<file path="src/rtl/abw_pkg.sv">
// constants and types shared by the asynchronous bus write sequencer
package abw_pkg;

  // operation kinds presented on the command port
  typedef enum logic [1:0] {
    ABW_OP_WRITE = 2'h0,
    ABW_OP_TEST_SET = 2'h1,
    ABW_OP_CMP_SWAP = 2'h2,
    ABW_OP_DUAL_CMP_SWAP = 2'h3
  } abw_op_t;

  // bus states, one per half bus clock; gray along idle-S0..S5-gap-wait
  typedef enum logic [3:0] {
    ABW_IDLE = 4'h0,
    ABW_S0 = 4'h1,
    ABW_S1 = 4'h3,
    ABW_S2 = 4'h2,
    ABW_S3 = 4'h6,
    ABW_S4 = 4'h7,
    ABW_S5 = 4'h5,
    ABW_GAP = 4'h4,
    ABW_SW0 = 4'hC,
    ABW_SW1 = 4'hD
  } abw_state_t;

  localparam int ABW_SYNC_W = 3;
  localparam logic [2:0] ABW_SYNC_RST = 3'h7;
  localparam logic [1:0] ABW_ACK_NONE = 2'h3;
  localparam logic [31:0] ABW_DATA_RST = 32'h0;
  localparam logic [31:0] ABW_ADDR_RST = 32'h0;
  localparam logic [2:0] ABW_SPACE_RST = 3'h0;
  localparam logic [1:0] ABW_SIZE_RST = 2'h0;
  // bit of a byte lane set by test-and-set
  localparam int ABW_TAS_BIT = 7;
  // idle half-states between the read and write portions
  localparam logic [1:0] ABW_GAP_STATES = 2'h2;

endpackage : abw_pkg

</file>
<file path="src/rtl/abw_master.sv">
// bus master sequencer: write cycles and locked read-modify-write
`timescale 1ns/10ps
// Operation
// - S0 drives address, space, direction low, size
// - operand start joins external start on first
// - address strobe asserted in S1
// - buffer enable asserted in S1 on writes
// - both start strobes negated in S1
// - write data driven from S2
// - size acknowledges sampled at end of S2
// - data strobe asserted in S3 on writes
// - acknowledge by S2 ends cycle a clock and a half later
// - no acknowledge inserts waits, resampling each fall
// - S4 changes no control signal
// - S5 negates strobes, holds everything else valid
// - lock held across whole read-modify-write sequence
// - no bus grant during locked sequence
// - only three atomic ops; failed compares skip writes
// - lock asserted from S0 of first read
// - direction read until S8, data from S10; until S14, data from S16 for dual compare-and-swap
module abw_master (
  input wire logic clk,
  input wire logic rst,
  input wire logic cmd_valid,
  input wire abw_pkg::abw_op_t cmd_op,
  input wire logic [31:0] cmd_addr,
  input wire logic [31:0] cmd_addr2,
  input wire logic [2:0] cmd_space,
  input wire logic [1:0] cmd_size,
  input wire logic [31:0] cmd_data,
  input wire logic [31:0] cmd_data2,
  input wire logic [31:0] cmd_cmp,
  input wire logic [31:0] cmd_cmp2,
  output logic cmd_ready,
  output logic op_done,
  output logic op_cmp_fail,
  output logic [31:0] op_rd_data,
  output logic bus_clk,
  output logic [31:0] addr,
  output logic [2:0] space_code,
  output logic xfer_size_hi,
  output logic xfer_size_lo,
  output logic rw_n,
  output logic ext_cycle_start_n,
  output logic operand_cycle_start_n,
  output logic addr_strobe_n,
  output logic data_strobe_n,
  output logic data_buf_enable_n,
  output logic [31:0] data_out,
  output logic data_oe,
  input wire logic [31:0] data_in,
  input wire logic [1:0] size_ack_n,
  output logic locked_cycle_n,
  input wire logic bus_req_n,
  output logic bus_grant_out_n
);
  import abw_pkg::*;

  typedef struct packed {
    abw_state_t st;
    abw_op_t op;
    logic rd;
    logic idx;
    logic first;
    logic [1:0] gap;
    logic ack_rel;
    logic [31:0] a0;
    logic [31:0] a1;
    logic [31:0] w0;
    logic [31:0] w1;
    logic [31:0] c0;
    logic [31:0] c1;
    logic [31:0] r0;
    logic [2:0] space;
    logic [1:0] size;
    logic ready;
    logic done;
    logic fail;
    logic [31:0] rd_data;
    logic bclk;
    logic [31:0] addr;
    logic rw_n;
    logic ecs_n;
    logic ocs_n;
    logic as_n;
    logic ds_n;
    logic data_buf_enable_n_n;
    logic [31:0] dout;
    logic oe;
    logic lock_n;
    logic grant_n;
  } abw_regs_t;

  localparam abw_regs_t ABW_REGS_RST = '{
    st: ABW_IDLE, op: ABW_OP_WRITE, rd: 1'b0, idx: 1'b0, first: 1'b0,
    gap: 2'h0, ack_rel: 1'b1, a0: ABW_ADDR_RST, a1: ABW_ADDR_RST,
    w0: ABW_DATA_RST, w1: ABW_DATA_RST, c0: ABW_DATA_RST, c1: ABW_DATA_RST,
    r0: ABW_DATA_RST, space: ABW_SPACE_RST, size: ABW_SIZE_RST,
    ready: 1'b0, done: 1'b0, fail: 1'b0, rd_data: ABW_DATA_RST,
    bclk: 1'b0, addr: ABW_ADDR_RST, rw_n: 1'b1, ecs_n: 1'b1,
    ocs_n: 1'b1, as_n: 1'b1, ds_n: 1'b1, data_buf_enable_n_n: 1'b1,
    dout: ABW_DATA_RST, oe: 1'b0, lock_n: 1'b1, grant_n: 1'b1
  };

  abw_regs_t q;
  abw_regs_t d;
  logic [2:0] sync_out;
  logic [1:0] ack_n;
  logic req_n;

  abw_sync #(
    .W(ABW_SYNC_W),
    .RST_VAL(ABW_SYNC_RST)
  ) u_sync (
    .clk(clk),
    .rst(rst),
    .din({bus_req_n, size_ack_n}),
    .dout(sync_out)
  );

  assign ack_n = sync_out[1:0];
  assign req_n = sync_out[2];

  // test-and-set sets the top bit of the addressed byte lane
  function automatic logic [31:0] tas_value(input logic [31:0] v,
                                            input logic [1:0] a);
    logic [31:0] r;
    r = v;
    r[{~a, 3'h0} + 5'(ABW_TAS_BIT)] = 1'b1;
    return r;
  endfunction : tas_value

  always_comb begin
    d = q;
    d.done = 1'b0;
    d.bclk = ~q.bclk;
    // sync lag lets the last ack linger; it counts only after a release
    d.ack_rel = q.ack_rel || (ack_n == ABW_ACK_NONE);
    case (q.st)
      ABW_IDLE: begin
        d.grant_n = req_n;
        if (cmd_valid && q.ready) begin
          d.st = ABW_S0;
          d.op = cmd_op;
          d.rd = (cmd_op != ABW_OP_WRITE);
          d.idx = 1'b0;
          d.first = 1'b1;
          d.a0 = cmd_addr;
          d.a1 = cmd_addr2;
          d.w0 = cmd_data;
          d.w1 = cmd_data2;
          d.c0 = cmd_cmp;
          d.c1 = cmd_cmp2;
          d.space = cmd_space;
          d.size = cmd_size;
          d.fail = 1'b0;
          d.grant_n = 1'b1;
        end
      end
      ABW_S0: d.st = ABW_S1;
      ABW_S1: begin
        d.st = ABW_S2;
        d.first = 1'b0;
      end
      ABW_S2: begin
        // end of S2 is a falling bus edge
        if (q.ack_rel && ack_n != ABW_ACK_NONE) begin
          d.st = ABW_S3;
        end else begin
          d.st = ABW_SW0;
        end
      end
      ABW_SW0: d.st = ABW_SW1;
      ABW_SW1: begin
        if (q.ack_rel && ack_n != ABW_ACK_NONE) begin
          d.st = ABW_S3;
        end else begin
          d.st = ABW_SW0;
        end
      end
      ABW_S3: d.st = ABW_S4;
      ABW_S4: begin
        d.st = ABW_S5;
        if (q.rd) begin
          if (q.idx) begin
            d.rd_data = data_in;
          end else begin
            d.r0 = data_in;
            d.rd_data = data_in;
          end
        end
      end
      ABW_S5: begin
        if (q.op == ABW_OP_DUAL_CMP_SWAP && !q.idx) begin
          d.idx = 1'b1;
          d.st = ABW_S0;
        end else if (q.rd) begin
          d.idx = 1'b0;
          d.gap = ABW_GAP_STATES;
          d.st = ABW_GAP;
          case (q.op)
            ABW_OP_TEST_SET: d.w0 = tas_value(q.r0, q.a0[1:0]);
            ABW_OP_CMP_SWAP: d.fail = (q.r0 != q.c0);
            default: d.fail = (q.r0 != q.c0) || (q.rd_data != q.c1);
          endcase
          if (d.fail) begin
            d.st = ABW_IDLE;
            d.done = 1'b1;
          end
        end else begin
          d.st = ABW_IDLE;
          d.done = 1'b1;
        end
      end
      ABW_GAP: begin
        d.gap = q.gap - 2'h1;
        if (q.gap == 2'h1) begin
          d.st = ABW_S0;
          d.rd = 1'b0;
          d.first = 1'b1;
        end
      end
      default: d.st = ABW_IDLE;
    endcase

    // cycle-level outputs follow the next state
    if (d.st == ABW_S0 && q.st != ABW_S0) begin
      d.addr = d.idx ? d.a1 : d.a0;
      d.rw_n = d.rd;
      d.lock_n = (d.op == ABW_OP_WRITE);
      d.ack_rel = (ack_n == ABW_ACK_NONE);
    end
    if (d.st == ABW_IDLE) begin
      d.lock_n = 1'b1;
    end
    d.ecs_n = (d.st != ABW_S0);
    d.ocs_n = !(d.st == ABW_S0 && d.first);
    // S4 repeats S3 and wait states repeat S2 for every strobe
    d.as_n = !(d.st inside {ABW_S1, ABW_S2, ABW_SW0, ABW_SW1, ABW_S3,
                           ABW_S4});
    if (d.rd) begin
      d.ds_n = d.as_n;
      d.data_buf_enable_n_n = !(d.st inside {ABW_S2, ABW_SW0, ABW_SW1, ABW_S3,
                               ABW_S4});
      d.oe = 1'b0;
    end else begin
      d.ds_n = !(d.st inside {ABW_S3, ABW_S4});
      d.data_buf_enable_n_n = !(d.st inside {ABW_S1, ABW_S2, ABW_SW0, ABW_SW1,
                               ABW_S3, ABW_S4, ABW_S5});
      // held through S5 for data hold time
      d.oe = (d.st inside {ABW_S2, ABW_SW0, ABW_SW1, ABW_S3, ABW_S4,
                          ABW_S5});
    end
    d.dout = d.oe ? (d.idx ? d.w1 : d.w0) : q.dout;
    if (d.st != ABW_IDLE) begin
      d.grant_n = 1'b1;
    end
    // start only on a rising bus edge, never while another master holds
    d.ready = (d.st == ABW_IDLE) && !d.bclk && d.grant_n && req_n;
  end

  always_ff @(posedge clk or posedge rst) begin
    if (rst) begin
      q <= ABW_REGS_RST;
    end else begin
      q <= d;
    end
  end

  assign cmd_ready = q.ready;
  assign op_done = q.done;
  assign op_cmp_fail = q.fail;
  assign op_rd_data = q.rd_data;
  assign bus_clk = q.bclk;
  assign addr = q.addr;
  assign space_code = q.space;
  assign xfer_size_hi = q.size[1];
  assign xfer_size_lo = q.size[0];
  assign rw_n = q.rw_n;
  assign ext_cycle_start_n = q.ecs_n;
  assign operand_cycle_start_n = q.ocs_n;
  assign addr_strobe_n = q.as_n;
  assign data_strobe_n = q.ds_n;
  assign data_buf_enable_n = q.data_buf_enable_n_n;
  assign data_out = q.dout;
  assign data_oe = q.oe;
  assign locked_cycle_n = q.lock_n;
  assign bus_grant_out_n = q.grant_n;
endmodule : abw_master

</file>
<file path="src/rtl/abw_sync.sv">
// three-stage input synchroniser with agreement filter
`timescale 1ns/10ps
module abw_sync #(
  parameter int W = 3,
  parameter logic [W-1:0] RST_VAL = '1
) (
  input wire logic clk,
  input wire logic rst,
  input wire logic [W-1:0] din,
  output logic [W-1:0] dout
);
  logic [W-1:0] s1_q;
  logic [W-1:0] s2_q;
  logic [W-1:0] s3_q;

  // a change counts only once stages two and three agree
  always_ff @(posedge clk or posedge rst) begin
    if (rst) begin
      s1_q <= RST_VAL;
      s2_q <= RST_VAL;
      s3_q <= RST_VAL;
      dout <= RST_VAL;
    end else begin
      s1_q <= din;
      s2_q <= s1_q;
      s3_q <= s2_q;
      for (int i = 0; i < W; i++) begin
        if (s2_q[i] == s3_q[i]) begin
          dout[i] <= s3_q[i];
        end
      end
    end
  end
endmodule : abw_sync

</file>
<file path="config.mk">
export PLATFORM = sky130hd
export DESIGN_NAME = abw_master
export DESIGN_NICKNAME = d
export VERILOG_FILES = /design/src/rtl/abw_pkg.sv /design/src/rtl/abw_master.sv /design/src/rtl/abw_sync.sv
export SDC_FILE = /design/constraint.sdc
export NUM_CORES = 1
export LEC_CHECK = 0
export BUFFER_PORTS_ARGS = -buffer_cell sky130_fd_sc_hd__buf_4
export CAP_MARGIN = 20
export CORE_MARGIN = 2
export CORE_UTILIZATION = 45
export DETAILED_ROUTE_END_ITERATION = 12
export HOLD_SLACK_MARGIN = 0.05
export PLACE_DENSITY = 0.68
export SYNTH_ARGS = -nofsm -noshare
export SYNTH_HDL_FRONTEND = slang
export SYNTH_SLANG_ARGS = --single-unit
</file>
<file path="constraint.sdc">
create_clock -name clk -period 20.6 [get_ports clk]
set_input_delay 1.03 -clock clk [delete_from_list [all_inputs] [get_ports clk]]
set_output_delay 1.03 -clock clk [all_outputs]
set_load 0.005 [all_outputs]
</file>
==> results of run 1 <==
[critical path, stage by stage, from the launching register on]
cell and delay (ps):
dfrtp_1 540, nor4_2 630, and3_4 710, buf_4 760, a21oi_1 110, nor2_2 310
nor3_4 80, buf_4 330, mux2i_1 200
[cell type report]
| type | count | area (um2) |
|---|---|---|
| Inverter | 74 | 285.3 |
| Antenna cell | 1 | 2.502 |
| Sequential cell | 362 | 9085 |
| Clock buffer | 60 | 1187 |
| Tap cell | 461 | 576.8 |
| Fill cell | 3085 | 15670 |
| Clock inverter | 11 | 158.9 |
| Timing Repair Buffer | 365 | 2780 |
| Multi-Input combinational cell | 935 | 5737 |
[state kept, by name, indices dropped and copies added, names as in the netlist, 3 cells and up]
name         cells
op_rd_data      32
space_code       3
u_sync.s1_q      3
u_sync.dout      3
data_out        32
q              236
u_sync.s3_q      3
addr            32
u_sync.s2_q      3
[path summary, 6_finish.rpt]
path	start	cells after the start	slack (ps)	end
worst max-delay path	q[346]	8	16680	data_out[0]
worst min-delay path	u_sync.s1_q[2]	0	350	u_sync.s2_q[2]
worst max register to register	q[346]	8	16680	data_out[0]
worst min register to register	u_sync.s1_q[2]	0	350	u_sync.s2_q[2]
max in group asynchronous	rst	3	18370	addr[9]
min in group asynchronous	rst	2	730	q[222]
[cells in the final DEF, fill, tap and decap left out, types with 28 or more instances in the layout]
master / instances
a21o_1: 29
a22o_1: 28
buf_4: 363
clkbuf_16: 41
dfrtp_1: 341
inv_1: 72
mux2_2: 65
mux2i_1: 129
nand2_1: 507
xnor2_1: 60
[layer usage]
metal	share of wire (%)	vias to the layer above	routed length, um
li1	-	5357	-
met1	45	5575	19800
met2	47	336	20300
met3	5.7	57	2504
met4	2.3	0	1018
met5	0	-	0
[where the power goes]
part	internal [mW]	switching [mW]
combinational	0.508	0.489
sequential	1.01	0.211
clock	0.447	0.281
total	1.97	0.981
[logic make-up (layout without fill, tap and decap cells)]
group	count (synthesis)	in the layout
buffers and inverters	245	510
other	0	1
AND/OR/NAND/NOR	570	570
XOR/XNOR	65	65
AO/OA/AOI/OAI	98	98
adder cells (fa/ha/maj)	7	7
flip-flops	362	362
multiplexers	195	195
[synthesized netlist by cell type, types with 4 or more instances]
cell type  number
o21a_1          5
and3_1          4
xnor2_1        60
xor2_1          5
buf_2          35
mux2i_1       129
a22o_1         28
clkbuf_1       26
nor2_1         11
ha_1            4
dfstp_2        21
a21oi_1        11
buf_6           6
a221o_1         4
nand4_1        15
dfrtp_1       341
mux2_2         65
nor2b_1         6
nor4_1          4
o21ai_0         6
a21o_1         29
nand2_1       507
inv_1          73
nand3_1         7
buf_4         103
[through the flow]
| stage | instances | util, % | total power [mW] |
|---|---|---|---|
| final | 2269 | 55.84 | 2.951 |
| after global placement | 2195 | 51.88 | 2.201 |
| after floorplan | 1542 | - | 1.949 |
| after global routing | 2268 | 55.83 | 3.132 |
| after detailed placement | 2195 | 51.88 | 2.235 |
| after CTS | 2266 | 55.68 | 2.977 |
==> out/results.ini, run 1 <==
[outcome]
status=completed

[yosys]
ys.flop_type=dfrtp_1
synth_top_area_share_pct=52.73
ys_warn_count=0
synth_fa_ha_area_share_pct=0.4948
muxShareOfSynthArea_pct=12.57
ys_ff_latch=362
synth-compound-area-share_pct=4.515
yosys.area.top_type=dfrtp_1
synth-edff-count=0
synth_top_family_by_area=simple AND/OR/NAND/NOR gates
ys_types=50
synth.avg_cell_area_um2=10.49
syn_nets=1783
synth_area_mm2=0.01618
synth-simple-area-share_pct=14.14
synth_xor_area_share_pct=3.518
synthCells=1542
async_reset_ff_share_pct=100.0
yosysSeqAreaShare_pct=56.14
synth_area_leaders=dfrtp_1 (53%), nand2_1 (12%), mux2i_1 (8.0%), buf_4 (4.8%), mux2_2 (4.5%)

[timing]
finClkSkew_ps=7.390
setup-tns-final_ps=0
tightest_slew_ps=921.3
hold_viol_final=0
drv_slew=0
rsz0062_at_grt=false
relSlewSlack_pct=38.43
clock.fmax_ghz=0.2551
fin_crit_ps=3920
worst_hold_slack_ps=353.6
period_share_pct=19.03
setup_viol=0
setup_ws_ps=16680

[global_routing]
grt_max_degree=133
busiest_layer=met2
antenna_found_initial=1
use_met3_pct=4.418
gr-total-overflow=0
grt_usage_pct=23.00
gr-usage-met1_pct=32.58
grt_pass1_wl_mm=67.30
met2_usage_pct=36.44
grt_pass1_vias=11613

[routing]
wire_per_inst_um=19.22
drtIter0Drc=743
ant_nets=0
routed_wl_mm=43.62
first_pass_iters=5
vias_per_cell=4.991
drc=0
vias=11325

[placed_design]
dpl.hpwl_mm=30.68
dpl-instance-area_mm2=0.01841
place_congestion=0.8951
io_buffers=350
pre_cts_slack_ps=16720

[worst_setup_path]
critPathKind=flip-flop to flip-flop
start_kind=flip-flop
critical_path_arrival_ps=4280
cp-end-kind=flip-flop
cp_max_fo=75
required_ps=20960

[floorplan]
rows=69
die-width_um=193.6
start_util_pct=45.61
dieHeight_um=193.6
io_pins=351
fp.coreArea_mm2=0.03548
dieArea_mm2=0.03749

[cts]
cts.sinks=362
h-tree-depth=2
clkTransAtPathRegs_ps=60
tritoncts=built
postCtsSetupRepairBufs=0
ctsResizeCount=0
ctsHoldBuffers=0
numCtsBuffers=40
clk_latency_ps=520
cts.path.max_buffers=3
cts_root_buf=clkbuf_16

[final_layout]
area_growth_pct=22.43
final_cell_area_mm2=0.01981
drive_above_1_share_pct=28.94
fin_nets=2019

[hold_path]
hp-class=flip-flop to flip-flop

[power]
irDropWorstVdd_mv=0.08932
powerDensity_mw_per_mm2=148.9
power_leakage_nw=10.29

[job]
cap_violations=0

Note: power is estimated with default switching activity, not from simulation.
==> run 2, diff against run 1 <==
==> constraint.sdc (replaced) <==
create_clock -name clk -period 4 [get_ports clk]
set_input_delay 0.2 -clock clk [delete_from_list [all_inputs] [get_ports clk]]
set_output_delay 0.2 -clock clk [all_outputs]
set_load 0.005 [all_outputs]
==> out/results.ini, run 2 (synthesis gave the netlist of run 1 again) <==
[cts]
tritoncts=built
clkTransAtPathRegs_ps=60
cts.path.max_buffers=3
postCtsSetupRepairBufs=0
clk_latency_ps=530
numCtsBuffers=40
h-tree-depth=2
cts.sinks=362
cts_root_buf=clkbuf_16

[worst_setup_path]
rr_worst_depth=7
start_kind=flip-flop
reg2reg_from=q[346]
cp_max_fo=45
critPathKind=flip-flop to flip-flop
reg2reg_to=data_out[12]
cp-end-kind=flip-flop
ff2ff_setup_slack_ps=1010
required_ps=4450
critical_path_arrival_ps=3440

[final_layout]
final_cell_area_mm2=0.02223
regArea_mm2=0.009085
area_growth_pct=37.36
largest_reg_flops=236
fin_nets=2255
multi_input_area_mm2=0.005737
top_register=q
final_cells=2508
layout_commonest_cell=nand2_1
fillerInstances=2751
drive_above_1_share_pct=25.57
final_cell_mix=nand2_1 (507), buf_4 (360), dfrtp_1 (341)

[placed_design]
dpl-instance-area_mm2=0.01852
dpl.hpwl_mm=30.84
numPlacedInstances=2199
io_buffers=350
place_congestion=0.9016

[routing]
ant_nets=0
first_pass_iters=5
drtIter0Drc=797
routed_wl_mm=47.60
wire_per_inst_um=18.98
vias=12403
vias_per_cell=4.945
drc=0

[timing]
finClkSkew_ps=16.18
rsz0062_at_grt=false
clock.fmax_ghz=0.3342
period_share_pct=74.80
hold_viol_final=0
tightest_slew_ps=970.7
setup_viol=0
drv_slew=0
fin_crit_ps=2992
relSlewSlack_pct=35.13

[global_routing]
gr-total-overflow=0
grt_usage_pct=25.09
grt_pass1_wl_mm=74.26
antenna_found_initial=1
grt_pass1_vias=13158
grt_max_degree=100

[outcome]
status=completed

[floorplan]
dieHeight_um=193.6
io_pins=351
dieArea_mm2=0.03749
die-width_um=193.6
fp.coreArea_mm2=0.03548
start_util_pct=45.61
rows=69

[hold_path]
hp-start=cmd_data[4]
min_to=q[246]
hp-class=input port to flip-flop
hold_depth=3

[power]
power.total_mw=15.58
irDropWorstVdd_mv=0.4153
powerDensity_mw_per_mm2=701.0
power_leakage_nw=11.29

[job]
cap_violations=0

## run 2: cell count changes in the layout (fill, tap and decap cells not counted), moves of 2 or more
cell / before / now
clkbuf_1: 10 / 15
dlygate4sd3_1: 0 / 234
inv_6: 0 / 2
clkbuf_8: 9 / 6
buf_4: 363 / 360
buf_16: 2 / 0
buf_12: 0 / 7
## run 2: power by group
part           total (mW)  internal [mW]  switching [mW]
sequential           6.32           5.22            1.09
clock                3.81           2.34            1.47
combinational        5.46           2.81            2.64
total                15.6           10.4            5.21
## run 2: layer usage
layer / part of all wire (%) / GRT usage [%] / up-vias
met5: 0 / 0 / -
met4: 3.8 / 9.697 / 0
met3: 5.5 / 4.383 / 104
met2: 47 / 40.58 / 430
met1: 44 / 33.90 / 6025
li1: - / - / 5844
## run 2: worst max-delay path by stage
stage	cells after the start	slack, ps	startpoint	end
final	7	1010	q[346]	data_out[12]
after global routing	7	840	q[346]	data_out[20]
after CTS	7	1020	q[346]	data_out[12]
after detailed placement	7	1040	q[346]	data_out[12]
after global placement	7	1130	q[346]	data_out[21]
after floorplan	1	-1040	rst	addr[0]
## run 2: stage by stage
step / hold slack [ps] / setup slack, ps / utilization [%] / setup TNS (ps)
2_1_floorplan: 204.5 / -1037 / - / -353660
3_3_place_gp: 303.7 / 1130 / 52.20 / 0
3_5_place_dp: 301.6 / 1035 / 52.20 / 0
4_1_cts: 65.94 / 1017 / 62.63 / 0
5_1_grt: 82.85 / 839.8 / 62.64 / 0
6_report: 66.13 / 1008 / 62.65 / 0
## run 2: final cells by class
cell class,count,area share (%)
Clock buffer,62,5.240
Tap cell,461,2.595
Multi-Input combinational cell,935,25.81
Antenna cell,2,0.02251
Clock inverter,11,0.8725
Timing Repair Buffer,601,23.33
Inverter,74,1.266
Sequential cell,362,40.87
## run 2: timing repair
item,in CTS,in global routing
hold buffers,234,0
resized for setup,0,0
hold endpoints to repair,282,0
## run 2: critical path: stages, from the launching register on
cell	delay [ps]
dfrtp_1	530
nor4_2	560
and3_4	600
buf_4	540
a22o_1	250
a21o_1	110
mux2i_1	70
mux2i_1	180
